[config.mk]
export PLATFORM = sky130hd
export DESIGN_NAME = acqsq_top
export DESIGN_NICKNAME = d
export VERILOG_FILES = /design/src/rtl/acqsq_pkg.sv /design/src/rtl/acqsq_top.sv
export SDC_FILE = /design/constraint.sdc
export NUM_CORES = 1
export LEC_CHECK = 0
export BUFFER_PORTS_ARGS = -buffer_cell sky130_fd_sc_hd__buf_2
export CORE_UTILIZATION = 50
export CTS_CLUSTER_SIZE = 28
export DETAILED_ROUTE_END_ITERATION = 16
export PLACE_DENSITY = 0.74
export SETUP_SLACK_MARGIN = 0.05
export SLEW_MARGIN = 40
export SYNTH_ARGS = -nofsm -noshare
export SYNTH_HDL_FRONTEND = slang
export SYNTH_SLANG_ARGS = --single-unit
export TNS_END_PERCENT = 10
[constraint.sdc]
create_clock -name aclk -period 6.6 [get_ports aclk]
set_clock_uncertainty 0.1 [all_clocks]
set_input_delay 1.65 -clock aclk [delete_from_list [all_inputs] [get_ports aclk]]
set_output_delay 1.65 -clock aclk [all_outputs]
set_load 0.1 [all_outputs]
[src/rtl/acqsq_pkg.sv]
// Package with register map, field layouts and timing for the acquisition sequencer
package acqsq_pkg;
  // Register byte offsets
  localparam logic [7:0] ADDR_CTRL = 8'h00;
  localparam logic [7:0] ADDR_CMD = 8'h04;
  localparam logic [7:0] ADDR_BURST = 8'h08;
  localparam logic [7:0] ADDR_PERIOD = 8'h0C;
  localparam logic [7:0] ADDR_ROI = 8'h10;
  localparam logic [7:0] ADDR_EXPO = 8'h14;
  localparam logic [7:0] ADDR_STATUS = 8'h18;
  localparam logic [7:0] ADDR_BLOCK = 8'h1C;
  localparam logic [7:0] ADDR_TALLY = 8'h20;
  // Command register bit positions
  localparam int CMD_BEGIN_BIT = 0;
  localparam int CMD_FINISH_BIT = 1;
  localparam int CMD_CANCEL_BIT = 2;
  // Acquisition modes
  localparam logic [1:0] MODE_SINGLE = 2'h0;
  localparam logic [1:0] MODE_BURST = 2'h1;
  localparam logic [1:0] MODE_CONT = 2'h2;
  // Burst frame total limits
  localparam logic [7:0] BURST_MIN = 8'h01;
  localparam logic [7:0] BURST_RESET = 8'h01;
  // Timing: one sensor line and the longest frame period
  localparam int CLK_PERIOD_NS = 8;
  localparam int LINE_TIME_NS = 20000;
  localparam int LINE_CYCLES = LINE_TIME_NS / CLK_PERIOD_NS;
  localparam int MAX_PERIOD_NS = 500000000;
  localparam int MAX_PERIOD_LINES_I = MAX_PERIOD_NS / LINE_TIME_NS;
  localparam logic [15:0] MAX_PERIOD_LINES = 16'(MAX_PERIOD_LINES_I);
  // Reset values of line based settings
  localparam logic [15:0] PERIOD_RESET = 16'h0800;
  localparam logic [15:0] ROI_RESET = 16'h0440;
  localparam logic [15:0] EXPO_RESET = 16'h0100;
  // Control register layout, LSB first: mode, start, end, frame trigger, paired
  typedef struct packed {
    logic paired_exposure_mode;
    logic frame_trig_en;
    logic end_trig_en;
    logic start_trig_en;
    logic [1:0] mode;
  } acqsq_ctrl_t;
  localparam acqsq_ctrl_t CTRL_RESET = '{1'b0, 1'b0, 1'b0, 1'b0, MODE_CONT};
  // External trigger pulses from the trigger selection logic
  typedef struct packed {
    logic start_trig;
    logic end_trig;
    logic frame_trig;
  } acqsq_trig_t;
  // Status flags driven to the sensor and stream logic
  typedef struct packed {
    logic frame_out;
    logic reading_out;
    logic exposing;
    logic frame_window_flag;
    logic arm_wait_flag;
    logic capture_allowed_flag;
  } acqsq_status_t;
  localparam acqsq_status_t STATUS_RESET = '0;
endpackage

[src/rtl/acqsq_top.sv]
// Acquisition sequencer with AXI4-Lite register access
//
// Function
// - One-shot mode: start enables capture, one frame is output, capture then clears.
// - Block number increments per accepted start, resets on an end command, not in paired mode.
// - Burst mode outputs the programmed frame total then stops by itself.
// - Burst frame total accepts 1 to 255.
// - Continuous mode streams frames at the frame rate until an end command.
// - Continuous mode is selected after reset.
// - Burst and continuous: trigger-wait first, then capture-allowed, then frames.
// - End or abort while capture is allowed clears capture and stops.
// - Burst frame tally resets to zero on a forced stop.
// - Frame window follows capture-allowed with frame triggering off, else exposure and readout.
// - Abort acts during trigger waiting, exposure or readout, by sequencer state.
// - Abort during readout lets readout finish, then clears capture-allowed.
// - Abort during exposure finishes exposure, suppresses output, clears capture.
// - Abort while waiting for a trigger clears capture immediately.
// - Free-run frame period is a programmed line count, exposure may exceed it.
// - Frame period ranges from the region minimum up to 0.5 seconds.
// - Minimum frame period comes from the region readout line count.
// - Programmed frame period is ignored with frame triggering on.
// - Exposure longer than the period stretches the period.
// - With start triggering on, capture waits for the start trigger after start.
// - With end triggering on, the end trigger clears capture-allowed.
`timescale 1ns/1ps
module acqsq_top (
  // Clock and reset
  input wire logic aclk,
  input wire logic aresetn,
  // AXI4-Lite write address channel
  input wire logic [7:0] s_axi_awaddr,
  input wire logic [2:0] s_axi_awprot,
  input wire logic s_axi_awvalid,
  output logic s_axi_awready,
  // AXI4-Lite write data and response channels
  input wire logic [31:0] s_axi_wdata,
  input wire logic [3:0] s_axi_wstrb,
  input wire logic s_axi_wvalid,
  output logic s_axi_wready,
  output logic [1:0] s_axi_bresp,
  output logic s_axi_bvalid,
  input wire logic s_axi_bready,
  // AXI4-Lite read channels
  input wire logic [7:0] s_axi_araddr,
  input wire logic [2:0] s_axi_arprot,
  input wire logic s_axi_arvalid,
  output logic s_axi_arready,
  output logic [31:0] s_axi_rdata,
  output logic [1:0] s_axi_rresp,
  output logic s_axi_rvalid,
  input wire logic s_axi_rready,
  // Trigger pulses and sequencer status
  input wire acqsq_pkg::acqsq_trig_t trig_in,
  output acqsq_pkg::acqsq_status_t status_out
);
  import acqsq_pkg::*;

  typedef enum logic [2:0] {ST_IDLE, ST_ARM, ST_WAIT, ST_EXPOSE, ST_READ} acqsq_state_t;

  // Byte lane merge for register writes
  function automatic logic [31:0] acqsq_merge(input logic [31:0] old_v, input logic [31:0] new_v,
                                             input logic [3:0] strb);
    logic [31:0] res;
    res = old_v;
    for (int i = 0; i < 4; i++) begin
      if (strb[i]) begin
        res[8*i +: 8] = new_v[8*i +: 8];
      end
    end
    return res;
  endfunction

  // Address is mapped to a register
  function automatic logic acqsq_mapped(input logic [7:0] a);
    return (a == ADDR_CTRL) || (a == ADDR_CMD) || (a == ADDR_BURST) || (a == ADDR_PERIOD) ||
           (a == ADDR_ROI) || (a == ADDR_EXPO) || (a == ADDR_STATUS) || (a == ADDR_BLOCK) ||
           (a == ADDR_TALLY);
  endfunction

  // Bus state
  logic aw_have_reg, w_have_reg, bvalid_reg, rvalid_reg, awready_reg, wready_reg, arready_reg;
  logic [7:0] awaddr_reg;
  logic [31:0] wdata_reg, rdata_reg;
  logic [3:0] wstrb_reg;
  logic [1:0] bresp_reg, rresp_reg;
  // Software settings and command pulses
  acqsq_ctrl_t ctrl_reg;
  logic [7:0] burst_total_reg;
  logic [15:0] period_reg, roi_reg, expo_reg;
  logic cmd_begin_reg, cmd_finish_reg, cmd_cancel_reg;
  // Sequencer state
  acqsq_state_t state_reg, state_next;
  logic [15:0] block_reg, ph_reg, lc_reg;
  logic [7:0] tally_reg, tally_next;
  logic pend_reg, pend_next, first_reg, first_next;
  logic [11:0] div_reg;
  acqsq_status_t status_reg, status_next;

  // Write channel handshakes and decode
  wire aw_take = s_axi_awvalid & awready_reg;
  wire w_take = s_axi_wvalid & wready_reg;
  wire aw_ok = aw_have_reg | aw_take;
  wire w_ok = w_have_reg | w_take;
  wire wr_go = aw_ok & w_ok & ~bvalid_reg;
  wire [7:0] wa = aw_have_reg ? awaddr_reg : s_axi_awaddr;
  wire [31:0] wd = w_have_reg ? wdata_reg : s_axi_wdata;
  wire [3:0] ws = w_have_reg ? wstrb_reg : s_axi_wstrb;
  wire aw_have_n = aw_ok & ~wr_go;
  wire w_have_n = w_ok & ~wr_go;
  wire bvalid_n = wr_go | (bvalid_reg & ~s_axi_bready);
  wire wr_ctrl = wr_go & (wa == ADDR_CTRL);
  wire wr_cmd = wr_go & (wa == ADDR_CMD) & ws[0];
  wire wr_burst = wr_go & (wa == ADDR_BURST);
  wire wr_period = wr_go & (wa == ADDR_PERIOD);
  wire wr_roi = wr_go & (wa == ADDR_ROI);
  wire wr_expo = wr_go & (wa == ADDR_EXPO);
  wire [31:0] burst_m = acqsq_merge({24'h0, burst_total_reg}, wd, ws);
  wire [31:0] period_m = acqsq_merge({16'h0, period_reg}, wd, ws);
  wire [31:0] roi_m = acqsq_merge({16'h0, roi_reg}, wd, ws);
  wire [31:0] expo_m = acqsq_merge({16'h0, expo_reg}, wd, ws);
  wire [31:0] ctrl_m = acqsq_merge({26'h0, ctrl_reg}, wd, ws);
  wire [15:0] period_w = (period_m[31:16] != 16'h0 || period_m[15:0] > MAX_PERIOD_LINES) ?
                         MAX_PERIOD_LINES : period_m[15:0];

  // Read channel handshakes and data select
  wire ar_take = s_axi_arvalid & arready_reg;
  wire rvalid_n = ar_take | (rvalid_reg & ~s_axi_rready);
  wire [31:0] rd_mux =
    (s_axi_araddr == ADDR_CTRL) ? {26'h0, ctrl_reg} :
    (s_axi_araddr == ADDR_BURST) ? {24'h0, burst_total_reg} :
    (s_axi_araddr == ADDR_PERIOD) ? {16'h0, period_reg} :
    (s_axi_araddr == ADDR_ROI) ? {16'h0, roi_reg} :
    (s_axi_araddr == ADDR_EXPO) ? {16'h0, expo_reg} :
    (s_axi_araddr == ADDR_STATUS) ? {26'h0, status_reg} :
    (s_axi_araddr == ADDR_BLOCK) ? {16'h0, block_reg} :
    (s_axi_araddr == ADDR_TALLY) ? {24'h0, tally_reg} : 32'h0;

  // AXI4-Lite slave registers
  always_ff @(posedge aclk) begin
    if (!aresetn) begin
      aw_have_reg <= 1'b0;
      w_have_reg <= 1'b0;
      bvalid_reg <= 1'b0;
      awready_reg <= 1'b0;
      wready_reg <= 1'b0;
      arready_reg <= 1'b0;
      rvalid_reg <= 1'b0;
      bresp_reg <= 2'h0;
      rresp_reg <= 2'h0;
      awaddr_reg <= 8'h0;
      wdata_reg <= 32'h0;
      wstrb_reg <= 4'h0;
      rdata_reg <= 32'h0;
    end else begin
      aw_have_reg <= aw_have_n;
      w_have_reg <= w_have_n;
      bvalid_reg <= bvalid_n;
      awready_reg <= ~aw_have_n & ~bvalid_n;
      wready_reg <= ~w_have_n & ~bvalid_n;
      arready_reg <= ~rvalid_n;
      rvalid_reg <= rvalid_n;
      if (aw_take) begin
        awaddr_reg <= s_axi_awaddr;
      end
      if (w_take) begin
        wdata_reg <= s_axi_wdata;
        wstrb_reg <= s_axi_wstrb;
      end
      if (wr_go) begin
        bresp_reg <= acqsq_mapped(wa) ? 2'h0 : 2'h2;
      end
      if (ar_take) begin
        rdata_reg <= rd_mux;
        rresp_reg <= acqsq_mapped(s_axi_araddr) ? 2'h0 : 2'h2;
      end
    end
  end

  // Settings written by software; commands become one-cycle pulses
  always_ff @(posedge aclk) begin
    if (!aresetn) begin
      ctrl_reg <= CTRL_RESET;
      burst_total_reg <= BURST_RESET;
      period_reg <= PERIOD_RESET;
      roi_reg <= ROI_RESET;
      expo_reg <= EXPO_RESET;
      cmd_begin_reg <= 1'b0;
      cmd_finish_reg <= 1'b0;
      cmd_cancel_reg <= 1'b0;
    end else begin
      cmd_begin_reg <= wr_cmd & wd[CMD_BEGIN_BIT];
      cmd_finish_reg <= wr_cmd & wd[CMD_FINISH_BIT];
      cmd_cancel_reg <= wr_cmd & wd[CMD_CANCEL_BIT];
      if (wr_ctrl) begin
        ctrl_reg <= acqsq_ctrl_t'(ctrl_m[5:0]);
      end
      if (wr_burst && burst_m[7:0] >= BURST_MIN) begin
        burst_total_reg <= burst_m[7:0];
      end
      if (wr_period) begin
        period_reg <= period_w;
      end
      if (wr_roi && roi_m[15:0] != 16'h0) begin
        roi_reg <= roi_m[15:0];
      end
      if (wr_expo && expo_m[15:0] != 16'h0) begin
        expo_reg <= expo_m[15:0];
      end
    end
  end

  // Command decode: abort wins over a simultaneous end
  wire cancel_p = cmd_cancel_reg;
  wire finish_p = cmd_finish_reg & ~cmd_cancel_reg;
  wire end_ev = finish_p | (ctrl_reg.end_trig_en & trig_in.end_trig);
  wire frame_trig_on = ctrl_reg.frame_trig_en;

  // Frame period: region minimum, programmed lines, stretched by exposure
  wire [15:0] per_floor = (period_reg < roi_reg) ? roi_reg : period_reg;
  wire [16:0] need_lines = {1'b0, expo_reg} + {1'b0, roi_reg};
  wire [16:0] eff_period = (need_lines > {1'b0, per_floor}) ? need_lines : {1'b0, per_floor};
  wire line_tick = (div_reg == 12'(LINE_CYCLES - 1));
  wire expo_done = line_tick & (ph_reg == expo_reg - 16'h1);
  wire read_done = line_tick & (ph_reg == roi_reg - 16'h1);
  wire free_due = first_reg | ({1'b0, lc_reg} >= eff_period);
  wire frame_go = frame_trig_on ? trig_in.frame_trig : free_due;
  wire last_burst = (ctrl_reg.mode == MODE_BURST) && (tally_reg + 8'h1 >= burst_total_reg);
  wire stop_after = (ctrl_reg.mode == MODE_SINGLE) || last_burst;
  wire forced_stop = (state_reg != ST_IDLE) && (state_next == ST_IDLE) &&
                     (cancel_p | end_ev | pend_reg);
  wire frame_new = (state_reg == ST_WAIT) && (state_next == ST_EXPOSE);
  wire in_capture = (state_next == ST_WAIT) || (state_next == ST_EXPOSE) ||
                    (state_next == ST_READ);

  // Sequencer next state
  always_comb begin
    state_next = state_reg;
    pend_next = pend_reg;
    first_next = first_reg;
    tally_next = tally_reg;
    case (state_reg)
      ST_IDLE: begin
        pend_next = 1'b0;
        if (cmd_begin_reg && !cancel_p && !finish_p) begin
          state_next = ST_ARM;
          tally_next = 8'h0;
        end
      end
      ST_ARM: begin
        if (cancel_p || end_ev) begin
          state_next = ST_IDLE;
        end else if (!ctrl_reg.start_trig_en || trig_in.start_trig) begin
          state_next = ST_WAIT;
          first_next = 1'b1;
        end
      end
      ST_WAIT: begin
        if (cancel_p || end_ev) begin
          state_next = ST_IDLE;
        end else if (frame_go) begin
          state_next = ST_EXPOSE;
          first_next = 1'b0;
        end
      end
      ST_EXPOSE: begin
        if (end_ev && !cancel_p) begin
          state_next = ST_IDLE;
        end else if (expo_done) begin
          state_next = (pend_reg || cancel_p) ? ST_IDLE : ST_READ;
        end else if (cancel_p) begin
          pend_next = 1'b1;
        end
      end
      ST_READ: begin
        if (end_ev && !cancel_p) begin
          state_next = ST_IDLE;
        end else if (read_done) begin
          tally_next = tally_reg + 8'h1;
          state_next = (pend_reg || cancel_p || stop_after) ? ST_IDLE : ST_WAIT;
        end else if (cancel_p) begin
          pend_next = 1'b1;
        end
      end
      default: begin
        state_next = ST_IDLE;
      end
    endcase
    // Forced stop decoded in place so this process never reads its own output through a wire
    if ((state_reg != ST_IDLE) && (state_next == ST_IDLE) &&
        (cancel_p || end_ev || pend_reg)) begin
      tally_next = 8'h0;
    end
  end

  // Status flags as they will stand after this edge
  always_comb begin
    status_next = STATUS_RESET;
    status_next.capture_allowed_flag = in_capture;
    status_next.arm_wait_flag = (state_next == ST_ARM);
    status_next.exposing = (state_next == ST_EXPOSE);
    status_next.reading_out = (state_next == ST_READ);
    status_next.frame_window_flag = frame_trig_on ?
      ((state_next == ST_EXPOSE) || (state_next == ST_READ)) : in_capture;
    // A readout that runs on under abort still streams its frame
    status_next.frame_out = (state_reg == ST_READ) && read_done && !(end_ev && !cancel_p);
  end

  // Sequencer registers and line divider
  always_ff @(posedge aclk) begin
    if (!aresetn) begin
      state_reg <= ST_IDLE;
      pend_reg <= 1'b0;
      first_reg <= 1'b0;
      tally_reg <= 8'h0;
      block_reg <= 16'h0;
      div_reg <= 12'h0;
      ph_reg <= 16'h0;
      lc_reg <= 16'h0;
      status_reg <= STATUS_RESET;
    end else begin
      state_reg <= state_next;
      pend_reg <= pend_next;
      first_reg <= first_next;
      tally_reg <= tally_next;
      status_reg <= status_next;
      div_reg <= line_tick ? 12'h0 : div_reg + 12'h1;
      if (finish_p) begin
        block_reg <= 16'h0;
      end else if (state_reg == ST_IDLE && state_next == ST_ARM &&
                   !ctrl_reg.paired_exposure_mode) begin
        block_reg <= block_reg + 16'h1;
      end
      if (frame_new || state_next != state_reg) begin
        ph_reg <= 16'h0;
      end else if (line_tick) begin
        ph_reg <= ph_reg + 16'h1;
      end
      if (frame_new) begin
        lc_reg <= 16'h0;
      end else if (line_tick && lc_reg != 16'hFFFF) begin
        lc_reg <= lc_reg + 16'h1;
      end
    end
  end

  // Output drive
  assign s_axi_awready = awready_reg;
  assign s_axi_wready = wready_reg;
  assign s_axi_bvalid = bvalid_reg;
  assign s_axi_bresp = bresp_reg;
  assign s_axi_arready = arready_reg;
  assign s_axi_rvalid = rvalid_reg;
  assign s_axi_rdata = rdata_reg;
  assign s_axi_rresp = rresp_reg;
  assign status_out = status_reg;

  // Checks on the sequencer
  chk_single_one_frame: assert property (@(posedge aclk) disable iff (!aresetn)
    (status_reg.frame_out && $past(ctrl_reg.mode) == MODE_SINGLE) |->
      !status_reg.capture_allowed_flag)
    else $error("capture still allowed after one-shot frame");
  chk_block_count: assert property (@(posedge aclk) disable iff (!aresetn)
    (state_reg == ST_IDLE && cmd_begin_reg && !cmd_cancel_reg && !cmd_finish_reg &&
     !ctrl_reg.paired_exposure_mode) |=> (block_reg == $past(block_reg) + 16'h1))
    else $error("block number did not step on start");
  chk_burst_stop: assert property (@(posedge aclk) disable iff (!aresetn)
    (status_reg.frame_out && $past(ctrl_reg.mode) == MODE_BURST &&
     tally_reg == $past(burst_total_reg)) |-> !status_reg.capture_allowed_flag)
    else $error("burst did not stop at frame total");
  chk_burst_range: assert property (@(posedge aclk) disable iff (!aresetn)
    burst_total_reg >= BURST_MIN)
    else $error("burst frame total out of range");
  chk_arm_before_capture: assert property (@(posedge aclk) disable iff (!aresetn)
    $rose(status_reg.capture_allowed_flag) |-> $past(status_reg.arm_wait_flag))
    else $error("capture allowed without trigger wait first");
  chk_end_stops: assert property (@(posedge aclk) disable iff (!aresetn)
    (finish_p && status_reg.capture_allowed_flag) |=> !status_reg.capture_allowed_flag)
    else $error("end command did not clear capture");
  chk_tally_forced: assert property (@(posedge aclk) disable iff (!aresetn)
    forced_stop |=> (tally_reg == 8'h0))
    else $error("tally not cleared on forced stop");
  chk_window_free: assert property (@(posedge aclk) disable iff (!aresetn)
    (!ctrl_reg.frame_trig_en && $stable(ctrl_reg)) |->
      (status_reg.frame_window_flag == status_reg.capture_allowed_flag))
    else $error("frame window differs from capture in free run");
  chk_cancel_wait: assert property (@(posedge aclk) disable iff (!aresetn)
    (cancel_p && (state_reg == ST_ARM || state_reg == ST_WAIT)) |=>
      (!status_reg.capture_allowed_flag && !status_reg.arm_wait_flag))
    else $error("abort while waiting did not clear at once");
  chk_period_max: assert property (@(posedge aclk) disable iff (!aresetn)
    period_reg <= MAX_PERIOD_LINES)
    else $error("frame period above maximum");
endmodule // acqsq_top

==> metrics <==
nets 1,998; DR WL/cell 19.8 µm; kind of critical path reg2reg; r2r endpoint block_reg[5]; initial antenna violation count 0; CTS sink count 213; Hold EP wdata_reg[13]; Final Hold Fails 0; busiest grt layer met2; Remaining DRCs 1; WP data required 6990 ps; endpoints failing setup 0; PwrDens 187 nW/µm²; antenna viol nets, final 0; die width 166 µm; number of global-route vias before repair 12,400; status finished, violations left; area share of the leading cell type in the synthesized netlist 0.316; root buffer selected by CTS clkbuf_16; CP max-delay cell or4_4; GR Util met2 0.488; number of synthesized flops with an enable pin 0; area of the mapped netlist 13,500 µm²; dominant cells by area after synthesis dfxtp_1 (32%), ha_1 (7.2%), a21oi_1 (5.9%); Critical Path AT 6780 ps; total gr overflow 0; IO Pins 115; power consumption 2.99 mW; Tmin final 6400 ps; class of the worst hold path reg2reg; YS warnings 0; antenna cells 0; Area Growth Syn to Fin 18.8%; cell taking the most area after synthesis dfxtp_1; Die ar. 27,700 µm²; Post-DP Area 14,800 µm²; Worst-Margin Slew 848 ps; Main synth FF type dfxtp_1; IO Port Bufs 90; DR iter-0 viols 1,352; final WL 43.7 mm; via count 13,600; max-cap violations 0; first-pass GRT wire length 67.4 mm; Tcrit/Tclk final 0.969; FF-to-FF setup slack 200 ps; leakage power total 6.39 nW; Yosys reg bits 213; Reg clk slew, reported paths 60 ps; Final Cell Area 16,000 µm²; met1 Usage GRT 0.402; Post-DP HPWL 32.0 mm; Max-Slew Margin vs Limit 0.418; Max clock buf depth 3; grt met3 use 0.0558; hold_sp wdata_reg[13]; RePlAce Congestion 1.10; Std-Cell Core Area 26,300 µm²; Netlist cell types 83; Synth Instances 1,705; worst reg-to-reg path cell count 33; first drt pass iteration count 12; worst vdd ir 0.204 mV; crit-path max FO 7; Mean Syn Cell Area 7.92 µm²; CP most frequent cell a21oi_2; clock insertion delay at the later pin of the skew report 550 ps; asr flop ratio synth 0; CP Capture Type register; Die Span Y 166 µm; largest net degree at the start of global routing 71; drt via density 6.19; startpoint types register; Critical R2R Launch roi_reg[1]; failing checks design-rule violations; Final Max Tran Viols 0; Rows 59; Num CTS Buffers 24; max reg flops 32; peak per-stage delay on the critical path 420 ps; overall routing resource usage 0.304; layout cells sized above 1 0.194; hold depth 2; H-tree depth 1; sequential share of the synthesized area 0.316; CTS tree done; initial core utilization 0.514; Max Freq 156 MHz
[per-layer routing]
layer / share of wire / vias up / wire length (µm)
li1: - / 6434 / -
met4: 0.051 / 0 / 2240
met3: 0.088 / 168 / 3870
met2: 0.44 / 645 / 19400
met5: 0 / - / 0
met1: 0.42 / 6400 / 18200
[synth_stat cells, types with 35 or more instances]
cell / count
a21oi_1: 158
a22oi_1: 36
clkbuf_1: 76
dfxtp_1: 213
ha_1: 78
inv_1: 49
mux2i_1: 50
nand2_1: 184
nand3_1: 53
nor2_1: 175
nor3_1: 35
o21ai_0: 56
xnor2_1: 39
xor2_1: 53
[timing repair]
action,in CTS,in global routing
setup endpoints to repair,44,60
buffers inserted,4,12
resized for setup,21,46
cloned,1,0
hold buffers,0,0
pin swaps,15,21
[stage by stage]
step,hold WS (ps),setup TNS [ps],cells,util,setup WS (ps)
after floorplan,326,0,1722,-,149
after global placement,340,-3860,2145,0.563,-229
after detailed placement,346,-6090,2145,0.563,-286
after CTS,354,0,2194,0.598,43.6
after global routing,371,-187,2204,0.610,-47.0
final,353,0,2204,0.610,204
[area by class of cell]
| class | instances | area (µm²) |
|---|---|---|
| tap | 335 | 419 |
| fill | 2323 | 10200 |
| sequential | 213 | 4270 |
| clock buffer | 38 | 733 |
| clock inverter | 6 | 86.3 |
| multi-input combinational | 1345 | 8880 |
| inverter | 49 | 185 |
| timing repair buffer | 218 | 1460 |
[cells by family (layout without fill, tap and decap cells)]
group | Yosys count | after routing | synth area share
compound gates | 437 | 437 | 0.210
buf+inv | 164 | 311 | 0.0537
xor+xnor | 92 | 92 | 0.0597
other cells | 1 | 18 | 0.000278
flops | 213 | 213 | 0.316
fa+ha+maj | 79 | 79 | 0.0738
mux | 60 | 60 | 0.0454
simple gates | 659 | 659 | 0.241
[power breakdown]
group | internal, mW | leakage (nW) | total, mW | switching, mW
combinational | 0.0740 | 4.27 | 0.299 | 0.225
sequential | 1.31 | 1.72 | 1.33 | 0.0194
clock | 0.806 | 0.398 | 1.37 | 0.562
[critical path, delay by kind of cell (launching register included)]
family                     cells  cell delay [ps]
adders and majority gates      3              730
AOI/OAI and AO/OA             18             2880
buffers and inverters          7             1080
and+or+nand+nor                3              630
muxes                          2              580
DFF                            1              320
[placed cells by master (no fill, tap or decap), drive strengths merged, types with 5 or more instances in the layout]
| cell | synthesis | final |
|---|---|---|
| o21ai | 58 | 58 |
| dfxtp | 213 | 213 |
| or4 | 19 | 19 |
| a211o | 7 | 7 |
| mux2i | 50 | 50 |
| a21oi | 158 | 158 |
| o21a | 8 | 8 |
| nor3 | 37 | 37 |
| conb | 1 | 18 |
| nor3b | 6 | 6 |
| nor4 | 32 | 32 |
| nor2 | 186 | 186 |
| buf | 39 | 218 |
| or3 | 17 | 17 |
| and3 | 30 | 30 |
| o2111ai | 5 | 5 |
| nor2b | 12 | 12 |
| a221oi | 9 | 9 |
| xnor2 | 39 | 39 |
| a21o | 31 | 31 |
| o32ai | 6 | 6 |
| o31ai | 12 | 12 |
| a211oi | 20 | 20 |
| mux2 | 10 | 10 |
| or2 | 7 | 7 |
| nand3 | 53 | 53 |
| clkbuf | 76 | 38 |
| a22o | 6 | 6 |
| o211ai | 14 | 14 |
| nand2b | 16 | 16 |
| a22oi | 36 | 36 |
| nand4 | 30 | 30 |
| and2 | 8 | 8 |
| nand2 | 184 | 184 |
| ha | 78 | 78 |
| inv | 49 | 49 |
| a31oi | 22 | 22 |
| xor2 | 53 | 53 |
[worst max path at each step]
stage / from / to / slack [ps] / depth (start not counted)
finish: roi_reg[1] / block_reg[5] / 200 / 33
floorplan: roi_reg[1] / block_reg[11] / 150 / 30
CTS: roi_reg[13] / block_reg[5] / 40 / 31
detailed placement: roi_reg[1] / block_reg[9] / -290 / 30
global placement: roi_reg[13] / block_reg[11] / -230 / 28
global route: period_reg[13] / block_reg[5] / -50 / 34
(Power assumes the default switching activity.)
